File: config.mk
export PLATFORM = sky130hd
export DESIGN_NAME = tristate_longline_wide_decoder
export DESIGN_NICKNAME = d
export VERILOG_FILES = /design/src/inc/longline_pkg.sv /design/src/design/longline_resolver.sv /design/src/design/tristate_longline_wide_decoder.sv /design/src/design/wide_decoder.sv
export SDC_FILE = /design/constraint.sdc
export NUM_CORES = 2
export LEC_CHECK = 0
export BUFFER_PORTS_ARGS = -buffer_cell sky130_fd_sc_hd__buf_4
export CAP_MARGIN = 20
export CORE_MARGIN = 3
export CORE_UTILIZATION = 66
export DETAILED_ROUTE_END_ITERATION = 16
export PLACE_DENSITY = 0.85
export SYNTH_ARGS = -nofsm -noshare
export SYNTH_HDL_FRONTEND = slang
export SYNTH_SLANG_ARGS = --single-unit
File: constraint.sdc
create_clock -name pclk -period 3.7 [get_ports pclk]
set_input_delay 1.11 -clock pclk [delete_from_list [all_inputs] [get_ports pclk]]
set_output_delay 1.11 -clock pclk [all_outputs]
set_load 0.01 [all_outputs]
File: src/inc/longline_pkg.sv
package longline_pkg;

    // array geometry
    localparam int ROWS         = 4;
    localparam int COLS         = 4;
    localparam int LINES        = ROWS + 1;
    localparam int BLK_BUFS     = 2 * ROWS * COLS;
    localparam int NBUF         = BLK_BUFS + 2 * ROWS;

    // edge decoders
    localparam int EDGES        = 4;
    localparam int DEC_PER_EDGE = 4;
    localparam int NDEC         = EDGES * DEC_PER_EDGE;
    localparam int NDEC_OUT     = 2 * NDEC;
    localparam int DEC_WIDTH    = 42;
    localparam int DEC_HALF     = DEC_WIDTH / 2;
    localparam int LOCAL_PER    = 3;
    localparam int LOCAL_WIDTH  = LOCAL_PER * COLS;
    localparam int PAD_WIDTH    = DEC_WIDTH - LOCAL_WIDTH;
    localparam int DEC_HI_W     = DEC_WIDTH - 32;

    // buffer configuration
    localparam int MODE_PER_WORD = 16;
    localparam int MODE_WORDS    = 3;

    typedef enum logic [1:0] {
        MODE_OFF      = 2'b00,
        MODE_STANDARD = 2'b01,
        MODE_WAND     = 2'b10,
        MODE_OR_AND   = 2'b11
    } buf_mode_e;

    // register offsets, byte addresses
    localparam int          ADDR_W       = 12;
    localparam logic [11:0] OFF_PULLUP   = 12'h000;
    localparam logic [11:0] OFF_LINE     = 12'h004;
    localparam logic [11:0] OFF_SPLIT    = 12'h008;
    localparam logic [11:0] OFF_DEC_OUT  = 12'h00c;
    localparam logic [11:0] OFF_PAD_EN   = 12'h010;
    localparam logic [11:0] OFF_CONTEND  = 12'h014;
    localparam logic [11:0] OFF_KEEP     = 12'h018;
    localparam logic [11:0] OFF_MODE     = 12'h040;
    localparam logic [11:0] OFF_DEC      = 12'h100;

    // values after reset
    localparam logic [31:0] PULLUP_RST = 32'h0000_0000;
    localparam logic [31:0] SPLIT_RST  = 32'h0000_0000;
    localparam logic [31:0] PAD_EN_RST = 32'h0000_0000;
    localparam logic        LINE_RST   = 1'b1;

endpackage : longline_pkg

File: src/design/longline_resolver.sv
`timescale 1ns/1ns
`default_nettype none

module longline_resolver #(
    parameter int N = 8
) (
    // clock and reset
    input  wire logic         pclk,
    input  wire logic         presetn,
    // drivers on this line
    input  wire logic [N-1:0] drive_en,
    input  wire logic [N-1:0] drive_val,
    input  wire logic         pullup_on,
    // resolved line
    output logic              level,
    output logic              contend,
    output logic              kept
);
    import longline_pkg::*;

    // any low driver wins, released drivers count as high
    always_ff @(posedge pclk or negedge presetn) begin
        if (!presetn) begin
            level <= LINE_RST;
        end else if (|drive_en) begin
            level <= &(drive_val | ~drive_en);
        end else if (pullup_on) begin
            level <= 1'b1;
        end
    end

    // high and low drive at once burns current in silicon
    assign contend = (|(drive_en & drive_val)) & (|(drive_en & ~drive_val));
    assign kept    = ~(|drive_en) & ~pullup_on;

endmodule : longline_resolver

`default_nettype wire

File: src/design/tristate_longline_wide_decoder.sv
// Chosen here: the APB interface to the registers and the placing of the registers.
`timescale 1ns/1ns
`default_nettype none

module tristate_longline_wide_decoder (
    // clock and reset
    input  wire logic                                      pclk,
    input  wire logic                                      presetn,
    // apb slave
    input  wire logic                                      psel,
    input  wire logic                                      penable,
    input  wire logic                                      pwrite,
    input  wire logic [longline_pkg::ADDR_W-1:0]           paddr,
    input  wire logic [31:0]                               pwdata,
    output logic      [31:0]                               prdata,
    output logic                                           pready,
    output logic                                           pslverr,
    // buffer inputs from logic and io blocks
    input  wire logic [longline_pkg::NBUF-1:0]             buf_in,
    input  wire logic [longline_pkg::NBUF-1:0]             or_input_b,
    input  wire logic [longline_pkg::NBUF-1:0]             buf_t,
    // resolved horizontal longlines
    output logic      [longline_pkg::LINES-1:0]            line_level,
    // edge decoder inputs
    input  wire logic [longline_pkg::EDGES*longline_pkg::PAD_WIDTH-1:0]
                                                           dec_pad_in,
    input  wire logic [longline_pkg::EDGES*longline_pkg::LOCAL_WIDTH-1:0]
                                                           dec_local_in,
    // edge decoder outputs
    output logic      [longline_pkg::NDEC_OUT-1:0]         dec_logic_out,
    output logic      [longline_pkg::NDEC_OUT-1:0]         dec_pad_out,
    output logic      [longline_pkg::NDEC_OUT-1:0]         dec_pad_oe
);
    import longline_pkg::*;

    ////////////////////////////////////////////////////////////////////////
    // declarations

    buf_mode_e              buf_mode [NBUF];
    logic [NBUF-1:0]        drv_en;
    logic [NBUF-1:0]        drv_val;
    logic [NBUF-1:0]        line_en [LINES];
    logic [LINES-1:0]       pullup_sel;
    logic [LINES-1:0]       line_contend;
    logic [LINES-1:0]       line_kept;
    logic [LINES-1:0]       contend_flag;
    logic [LINES-1:0]       kept_now;
    logic [NDEC-1:0]        dec_split;
    logic [NDEC_OUT-1:0]    pad_en;
    logic [NDEC_OUT-1:0]    dec_comb;
    logic [DEC_WIDTH-1:0]   dec_mask [NDEC];
    logic [DEC_WIDTH-1:0]   dec_pol [NDEC];
    logic [EDGES*PAD_WIDTH-1:0] pad_meta;
    logic [EDGES*PAD_WIDTH-1:0] pad_sync;
    logic                   setup_ph;
    logic                   acc_wr;
    logic                   mode_hit;
    logic                   dec_hit;
    logic [3:0]             mode_idx;
    logic [3:0]             dec_idx;
    logic [1:0]             dec_sub;
    logic                   addr_ok;
    logic [31:0]            next_prdata;

    ////////////////////////////////////////////////////////////////////////
    // buffer modes

    // each buffer decides whether it drives and what level
    for (genvar b = 0; b < NBUF; b++) begin : g_buf
        always_comb begin
            unique case (buf_mode[b])
                MODE_STANDARD: begin
                    drv_en[b]  = ~buf_t[b];
                    drv_val[b] = buf_in[b];
                end
                MODE_WAND: begin
                    drv_en[b]  = ~buf_in[b];
                    drv_val[b] = 1'b0;
                end
                MODE_OR_AND: begin
                    drv_en[b]  = ~(buf_in[b] | or_input_b[b]);
                    drv_val[b] = 1'b0;
                end
                MODE_OFF: begin
                    drv_en[b]  = 1'b0;
                    drv_val[b] = 1'b1;
                end
            endcase
        end

        // block buffer pairs reach line r and r+1, edge ones line r
        localparam int LN = (b < BLK_BUFS) ? (b / (2 * COLS)) + (b % 2)
                                           : (b - BLK_BUFS) / 2;
        for (genvar l = 0; l < LINES; l++) begin : g_map
            assign line_en[l][b] = drv_en[b] & (LN == l);
        end
    end

    ////////////////////////////////////////////////////////////////////////
    // longline resolution

    // keeper, pull-up and wired and sit in one resolver per line
    for (genvar l = 0; l < LINES; l++) begin : g_line
        longline_resolver #(
            .N         (NBUF)
        ) u_line (
            .pclk      (pclk),
            .presetn   (presetn),
            .drive_en  (line_en[l]),
            .drive_val (drv_val),
            .pullup_on (pullup_sel[l]),
            .level     (line_level[l]),
            .contend   (line_contend[l]),
            .kept      (line_kept[l])
        );
    end

    // sticky contention per line; a fresh event beats the clear
    always_ff @(posedge pclk or negedge presetn) begin
        if (!presetn) begin
            contend_flag <= '0;
        end else begin
            for (int l = 0; l < LINES; l++) begin
                if (line_contend[l]) begin
                    contend_flag[l] <= 1'b1;
                end else if (acc_wr && paddr == OFF_CONTEND
                             && pwdata[l]) begin
                    contend_flag[l] <= 1'b0;
                end
            end
        end
    end

    // keeper status sampled so reads see one stable word
    always_ff @(posedge pclk or negedge presetn) begin
        if (!presetn) begin
            kept_now <= '0;
        end else begin
            kept_now <= line_kept;
        end
    end

    ////////////////////////////////////////////////////////////////////////
    // edge decoders

    // pads are asynchronous to pclk, two stages before use
    always_ff @(posedge pclk or negedge presetn) begin
        if (!presetn) begin
            pad_meta <= '0;
            pad_sync <= '0;
        end else begin
            pad_meta <= dec_pad_in;
            pad_sync <= pad_meta;
        end
    end

    // four decoders per edge share that edge's inputs
    for (genvar d = 0; d < NDEC; d++) begin : g_dec
        localparam int E = d / DEC_PER_EDGE;
        wide_decoder u_dec (
            .data   ({dec_local_in[E*LOCAL_WIDTH +: LOCAL_WIDTH],
                      pad_sync[E*PAD_WIDTH +: PAD_WIDTH]}),
            .mask   (dec_mask[d]),
            .pol    (dec_pol[d]),
            .split  (dec_split[d]),
            .out_lo (dec_comb[2*d]),
            .out_hi (dec_comb[2*d+1])
        );
    end

    // decoder results to logic blocks and pads
    always_ff @(posedge pclk or negedge presetn) begin
        if (!presetn) begin
            dec_logic_out <= '0;
            dec_pad_out   <= '0;
            dec_pad_oe    <= '0;
        end else begin
            dec_logic_out <= dec_comb;
            dec_pad_out   <= dec_comb;
            dec_pad_oe    <= pad_en;
        end
    end

    ////////////////////////////////////////////////////////////////////////
    // apb decode

    assign setup_ph = psel & ~penable;
    assign acc_wr   = psel & penable & pready & pwrite & addr_ok;
    assign mode_hit = paddr[11:6] == OFF_MODE[11:6]
                      && paddr[5:2] < 4'(MODE_WORDS);
    assign dec_hit  = paddr[11:8] == OFF_DEC[11:8];
    assign mode_idx = paddr[5:2];
    assign dec_idx  = paddr[7:4];
    assign dec_sub  = paddr[3:2];

    // read mux; unmapped or unaligned addresses answer an error
    always_comb begin
        next_prdata = '0;
        addr_ok     = paddr[1:0] == 2'b00;
        if (mode_hit) begin
            for (int b = 0; b < NBUF; b++) begin
                if (b / MODE_PER_WORD == int'(mode_idx)) begin
                    next_prdata[(b % MODE_PER_WORD)*2 +: 2] = buf_mode[b];
                end
            end
        end else if (dec_hit) begin
            unique case (dec_sub)
                2'd0: next_prdata = dec_mask[dec_idx][31:0];
                2'd1: next_prdata[DEC_HI_W-1:0] =
                          dec_mask[dec_idx][DEC_WIDTH-1:32];
                2'd2: next_prdata = dec_pol[dec_idx][31:0];
                2'd3: next_prdata[DEC_HI_W-1:0] =
                          dec_pol[dec_idx][DEC_WIDTH-1:32];
            endcase
        end else begin
            unique case (paddr)
                OFF_PULLUP:  next_prdata[LINES-1:0] = pullup_sel;
                OFF_LINE:    next_prdata[LINES-1:0] = line_level;
                OFF_SPLIT:   next_prdata[NDEC-1:0]  = dec_split;
                OFF_DEC_OUT: next_prdata            = dec_logic_out;
                OFF_PAD_EN:  next_prdata            = pad_en;
                OFF_CONTEND: next_prdata[LINES-1:0] = contend_flag;
                OFF_KEEP:    next_prdata[LINES-1:0] = kept_now;
                default:     addr_ok                = 1'b0;
            endcase
        end
    end

    // one wait-free access phase: answer is prepared during setup
    always_ff @(posedge pclk or negedge presetn) begin
        if (!presetn) begin
            pready  <= 1'b0;
            pslverr <= 1'b0;
            prdata  <= '0;
        end else begin
            pready  <= setup_ph;
            pslverr <= setup_ph & ~addr_ok;
            if (setup_ph && !pwrite) begin
                prdata <= addr_ok ? next_prdata : '0; // refused reads give 0
            end
        end
    end

    ////////////////////////////////////////////////////////////////////////
    // configuration registers

    // line pull-ups, decoder splits and pad enables
    always_ff @(posedge pclk or negedge presetn) begin
        if (!presetn) begin
            pullup_sel <= PULLUP_RST[LINES-1:0];
            dec_split  <= SPLIT_RST[NDEC-1:0];
            pad_en     <= PAD_EN_RST;
        end else if (acc_wr) begin
            unique case (paddr)
                OFF_PULLUP: pullup_sel <= pwdata[LINES-1:0];
                OFF_SPLIT:  dec_split  <= pwdata[NDEC-1:0];
                OFF_PAD_EN: pad_en     <= pwdata;
                default:    ;
            endcase
        end
    end

    // buffer modes, sixteen per word; all start released
    always_ff @(posedge pclk or negedge presetn) begin
        if (!presetn) begin
            for (int b = 0; b < NBUF; b++) begin
                buf_mode[b] <= MODE_OFF;
            end
        end else if (acc_wr && mode_hit) begin
            for (int b = 0; b < NBUF; b++) begin
                if (b / MODE_PER_WORD == int'(mode_idx)) begin
                    buf_mode[b] <= buf_mode_e'(
                        pwdata[(b % MODE_PER_WORD)*2 +: 2]);
                end
            end
        end
    end

    // per-decoder input select and complement, low and high words
    always_ff @(posedge pclk or negedge presetn) begin
        if (!presetn) begin
            for (int d = 0; d < NDEC; d++) begin
                dec_mask[d] <= '0;
                dec_pol[d]  <= '0;
            end
        end else if (acc_wr && dec_hit) begin
            unique case (dec_sub)
                2'd0: dec_mask[dec_idx][31:0] <= pwdata;
                2'd1: dec_mask[dec_idx][DEC_WIDTH-1:32] <=
                          pwdata[DEC_HI_W-1:0];
                2'd2: dec_pol[dec_idx][31:0] <= pwdata;
                2'd3: dec_pol[dec_idx][DEC_WIDTH-1:32] <=
                          pwdata[DEC_HI_W-1:0];
            endcase
        end
    end

endmodule : tristate_longline_wide_decoder

`default_nettype wire

File: src/design/wide_decoder.sv
`timescale 1ns/1ns
`default_nettype none

module wide_decoder (
    // inputs and per-input configuration
    input  wire logic [longline_pkg::DEC_WIDTH-1:0] data,
    input  wire logic [longline_pkg::DEC_WIDTH-1:0] mask,
    input  wire logic [longline_pkg::DEC_WIDTH-1:0] pol,
    input  wire logic                               split,
    // product terms
    output logic                                    out_lo,
    output logic                                    out_hi
);
    import longline_pkg::*;

    logic [DEC_WIDTH-1:0] term;
    logic                 full;

    // unselected inputs float high, like a released open drain
    assign term   = ~mask | (data ^ pol);
    assign full   = &term;
    assign out_lo = split ? &term[DEC_HALF-1:0] : full;
    assign out_hi = split ? &term[DEC_WIDTH-1:DEC_HALF] : full;

endmodule : wide_decoder

`default_nettype wire

==> results.md <==
- Global-route wire length before repair: 462000 um
- Die Footprint: ~140000 um^2
- Tot GR Track Use: a little under half
- Slew @ Worst Pin: 1150 ps
- Remaining routing DRC violations: 0
- Number of global-route vias before repair: 64700
- Via count of the routed design: 63400
- Worst Reg-to-Reg Cells: 7
- Ys async rst share: 100%
- P&R area growth vs syn: 14.8%
- Final WL: 323000 um
- R2R setup slack: between 1000 and 1500 ps
- Commonest cells post-synth: dfrtp_1, mux2_2, xnor2_1
- Main synth FF type: dfrtp_1
- Final Instance Area: 102000 um^2
- Nets@finish: between 7000 and 8000
- Req. time, crit path: 4450 ps
- Fin. Hold Viols: 0
- Critical R2R Launch: dec_mask[557]
- FP Rows: about 130
- CTS buffer count: between 150 and 200
- Fin cells: a little under 9000
- Avg Inst Size Synth: between 10 and 15 um^2
- Setup Skew: 53.3 ps
- Gate count after technology mapping: between 6000 and 7000
- Final GP Congestion: ~1.0
- Synth warnings: 0
- RSZ-0062 raised after global routing: false
- Inst Count DP: between 8000 and 9000
- Largest net degree at the start of global routing: just over 100
- Switching Power: 10.2 mW
- CTS Buffer Depth: 3
- Net Sw Frac: approximately a quarter
- Place WS: -190 ps
- Global route overflow: 0
- PD cells: 418 nW/um^2
- Critical path peak fanout: 21
- Seq/Total Area, Yosys: 51.6%
- Die Wd: between 300 and 400 um
- Post-DRT Antenna Nets: 0
- Internal: around 32 mW
- Starting Density: approximately two thirds
- IO Port Bufs: between 400 and 500
- Post-placement cell area: between 90000 and 100000 um^2
- Clk network pwr share: between 40% and 50%
- Vias per cell: 7.22
- 1st-pass router iterations: 7
- Critical path destination: prdata[4]
- Clock Latency Late Sink: 860 ps
- Post-CTS setup buffer count: 0
- Critical path origin: paddr[5]
- IO Count: around 470
- Maxcap violations: 0
- Resize count post-CTS: 0
- Core area: around 130000 um^2
- # clock sinks: around 1800
- Worst slew margin: about a quarter
- Hold slack: about 230 ps
- Post-Syn Area: 88800 um^2
- CTS Hold Buffers Added: 0
- Final slew viol count: 0
- Leakage: between 40 and 50 nW
- Area leader, netlist: dfrtp_1
- Period minus WS final: around 3100 ps
- RR Endpoint: prdata[11]
- Flop pwr share: a little under half
- Syn Nets: 6821
- Crit start category: primary input
- Status: finished, final reports clean
- Die Span Y: 373 um
- Final setup vio count: 0
- Count leader, synth: dfrtp_1
- Comb pwr share: 6.2%
- Total chip power: 42.6 mW
- Final Cycle Share: between 80 and 90%
- Number of synthesized register bits: between 1500 and 2000
- Post-layout util: between 70% and 80%
- Setup ws final: 565 ps
- Root Buffer: clkbuf_16
- Clock transition at path regs: around 60 ps
- Peak Freq: approximately 320 MHz
- Largest cells by area after synthesis: dfrtp_1, mux2_2, mux4_2
- Post-synth cell types: between 60 and 70
- Yosys top cell area share: about 51%
- Critical path class: primary input to flip-flop
- CTS tree: built
- Highest ir drop seen on vdd: 0.568 mV
- Post-Route Setup TNS: 0 ps
- H-Tree Depth: 4
- Hold Crit Class: primary input to async pin
- Worst Setup End Kind: flip-flop
- Drt wl/cell: ~37 um
- Antenna violations before repair: 42
- CP arrival: between 3000 and 4000 ps
- Number of synthesized flops with an enable pin: 0
- Post-DP HPWL: ~230000 um
- Layout cell share with drive strength beyond 1: between 40% and 50%
- Initial DRC Count: approximately 9000
[power groups by stage]
stage                     Sequential [mW]  Combinational, mW  Clock [mW]
after floorplan                      20.6               1.22           0
after global placement               20.7               2.52           0
after detailed placement             20.7               2.56           0
after CTS                            20.4               2.58        19.6
after global routing                 20.4               2.73        20.4
final                                20.4               2.63        19.6
[cell type report]
| type | count | area [um^2] |
|---|---|---|
| multi-input cells | 4013 | 40200 |
| clock buffers | 261 | 5390 |
| inverters | 18 | 67.6 |
| flip-flops and latches | 1830 | 45800 |
| diodes | 19 | 47.5 |
| fillers | 7980 | 30700 |
| well taps | 1755 | 2200 |
| repair buffers | 823 | 7280 |
| clock inverters | 66 | 982 |
[cell usage in the layout, fill, tap and decap left out, types with 11 or more instances in the layout]
cell type | Yosys | layout
nor3_1 | 57 | 56
diode_2 | 0 | 19
o22ai_1 | 42 | 42
o21ai_0 | 35 | 35
mux2i_1 | 90 | 90
nand2_2 | 0 | 17
xnor2_1 | 672 | 672
nand3_1 | 110 | 105
nand2b_1 | 19 | 18
nor3b_1 | 37 | 37
buf_4 | 57 | 733
mux4_2 | 319 | 319
clkbuf_8 | 0 | 50
nand4_1 | 41 | 41
a221o_1 | 34 | 34
a31oi_1 | 13 | 13
clkbuf_1 | 331 | 27
mux2_2 | 1513 | 1513
a22o_1 | 14 | 14
nor4_1 | 15 | 14
clkinv_2 | 0 | 26
bufinv_16 | 0 | 16
nand2_1 | 189 | 172
nor2_1 | 71 | 61
nor2_4 | 1 | 11
inv_1 | 18 | 18
nor2_2 | 16 | 16
a221oi_1 | 38 | 38
nor2b_1 | 20 | 17
o221ai_1 | 13 | 13
a222oi_1 | 33 | 33
a211oi_1 | 19 | 19
clkbuf_16 | 0 | 184
o21a_1 | 35 | 35
a22oi_1 | 344 | 344
buf_12 | 0 | 85
a21oi_1 | 113 | 113
dfrtp_1 | 1825 | 1825
[registers in the layout (all words and copies together), names as in the netlist]
signal               count
prdata                  32
g_line.u_line.level      5
pad_meta               120
dec_pad_oe              32
dec_pad_out             32
kept_now                 5
pullup_sel               5
dec_mask               672
buf_mode                80
dec_split               16
dec_pol                672
pad_en                  32
pad_sync               120
contend_flag             5
pready                   1
pslverr                  1
[worst min path at each step]
| stage | start | slack (ps) | depth (start not counted) | to |
|---|---|---|---|---|
| 6_report | presetn | 230 | 1 | dec_mask[660] |
| 5_1_grt | presetn | 250 | 1 | dec_mask[660] |
| 4_1_cts | presetn | 230 | 1 | pad_sync[58] |
| 3_5_place_dp | pad_meta[10] | 330 | 0 | pad_sync[10] |
| 3_3_place_gp | pad_meta[44] | 330 | 0 | pad_sync[44] |
| 2_1_floorplan | pad_meta[0] | 330 | 0 | pad_sync[0] |
[cell families after synthesis]
family                    after synthesis  synth area share, %
buffers and inverters                 641                 3.40
muxes                                1924                 28.3
xor gates and xnor gates              672                 6.63
and+or+nand+nor                       628                 3.62
AOI/OAI and AO/OA                     789                 6.49
DFF                                  1830                 51.6
[metal layers]
layer	global-route usage, %	vias to the layer above	wire length [um]
li1	-	24600	-
met1	59.9	32900	114000
met2	67.5	4645	141000
met3	14.3	1232	40200
met4	31.0	20	27400
met5	0	-	137
[worst max-delay path, cell delays in order]
cell and delay, ps:
buf_8 250, buf_4 220, nand3b_1 500, o22ai_1 420, a211o_1 140, nor2_1 40, a21oi_1 660, a31oi_1 310
a21oi_1 200
(Power assumes the default switching activity.)
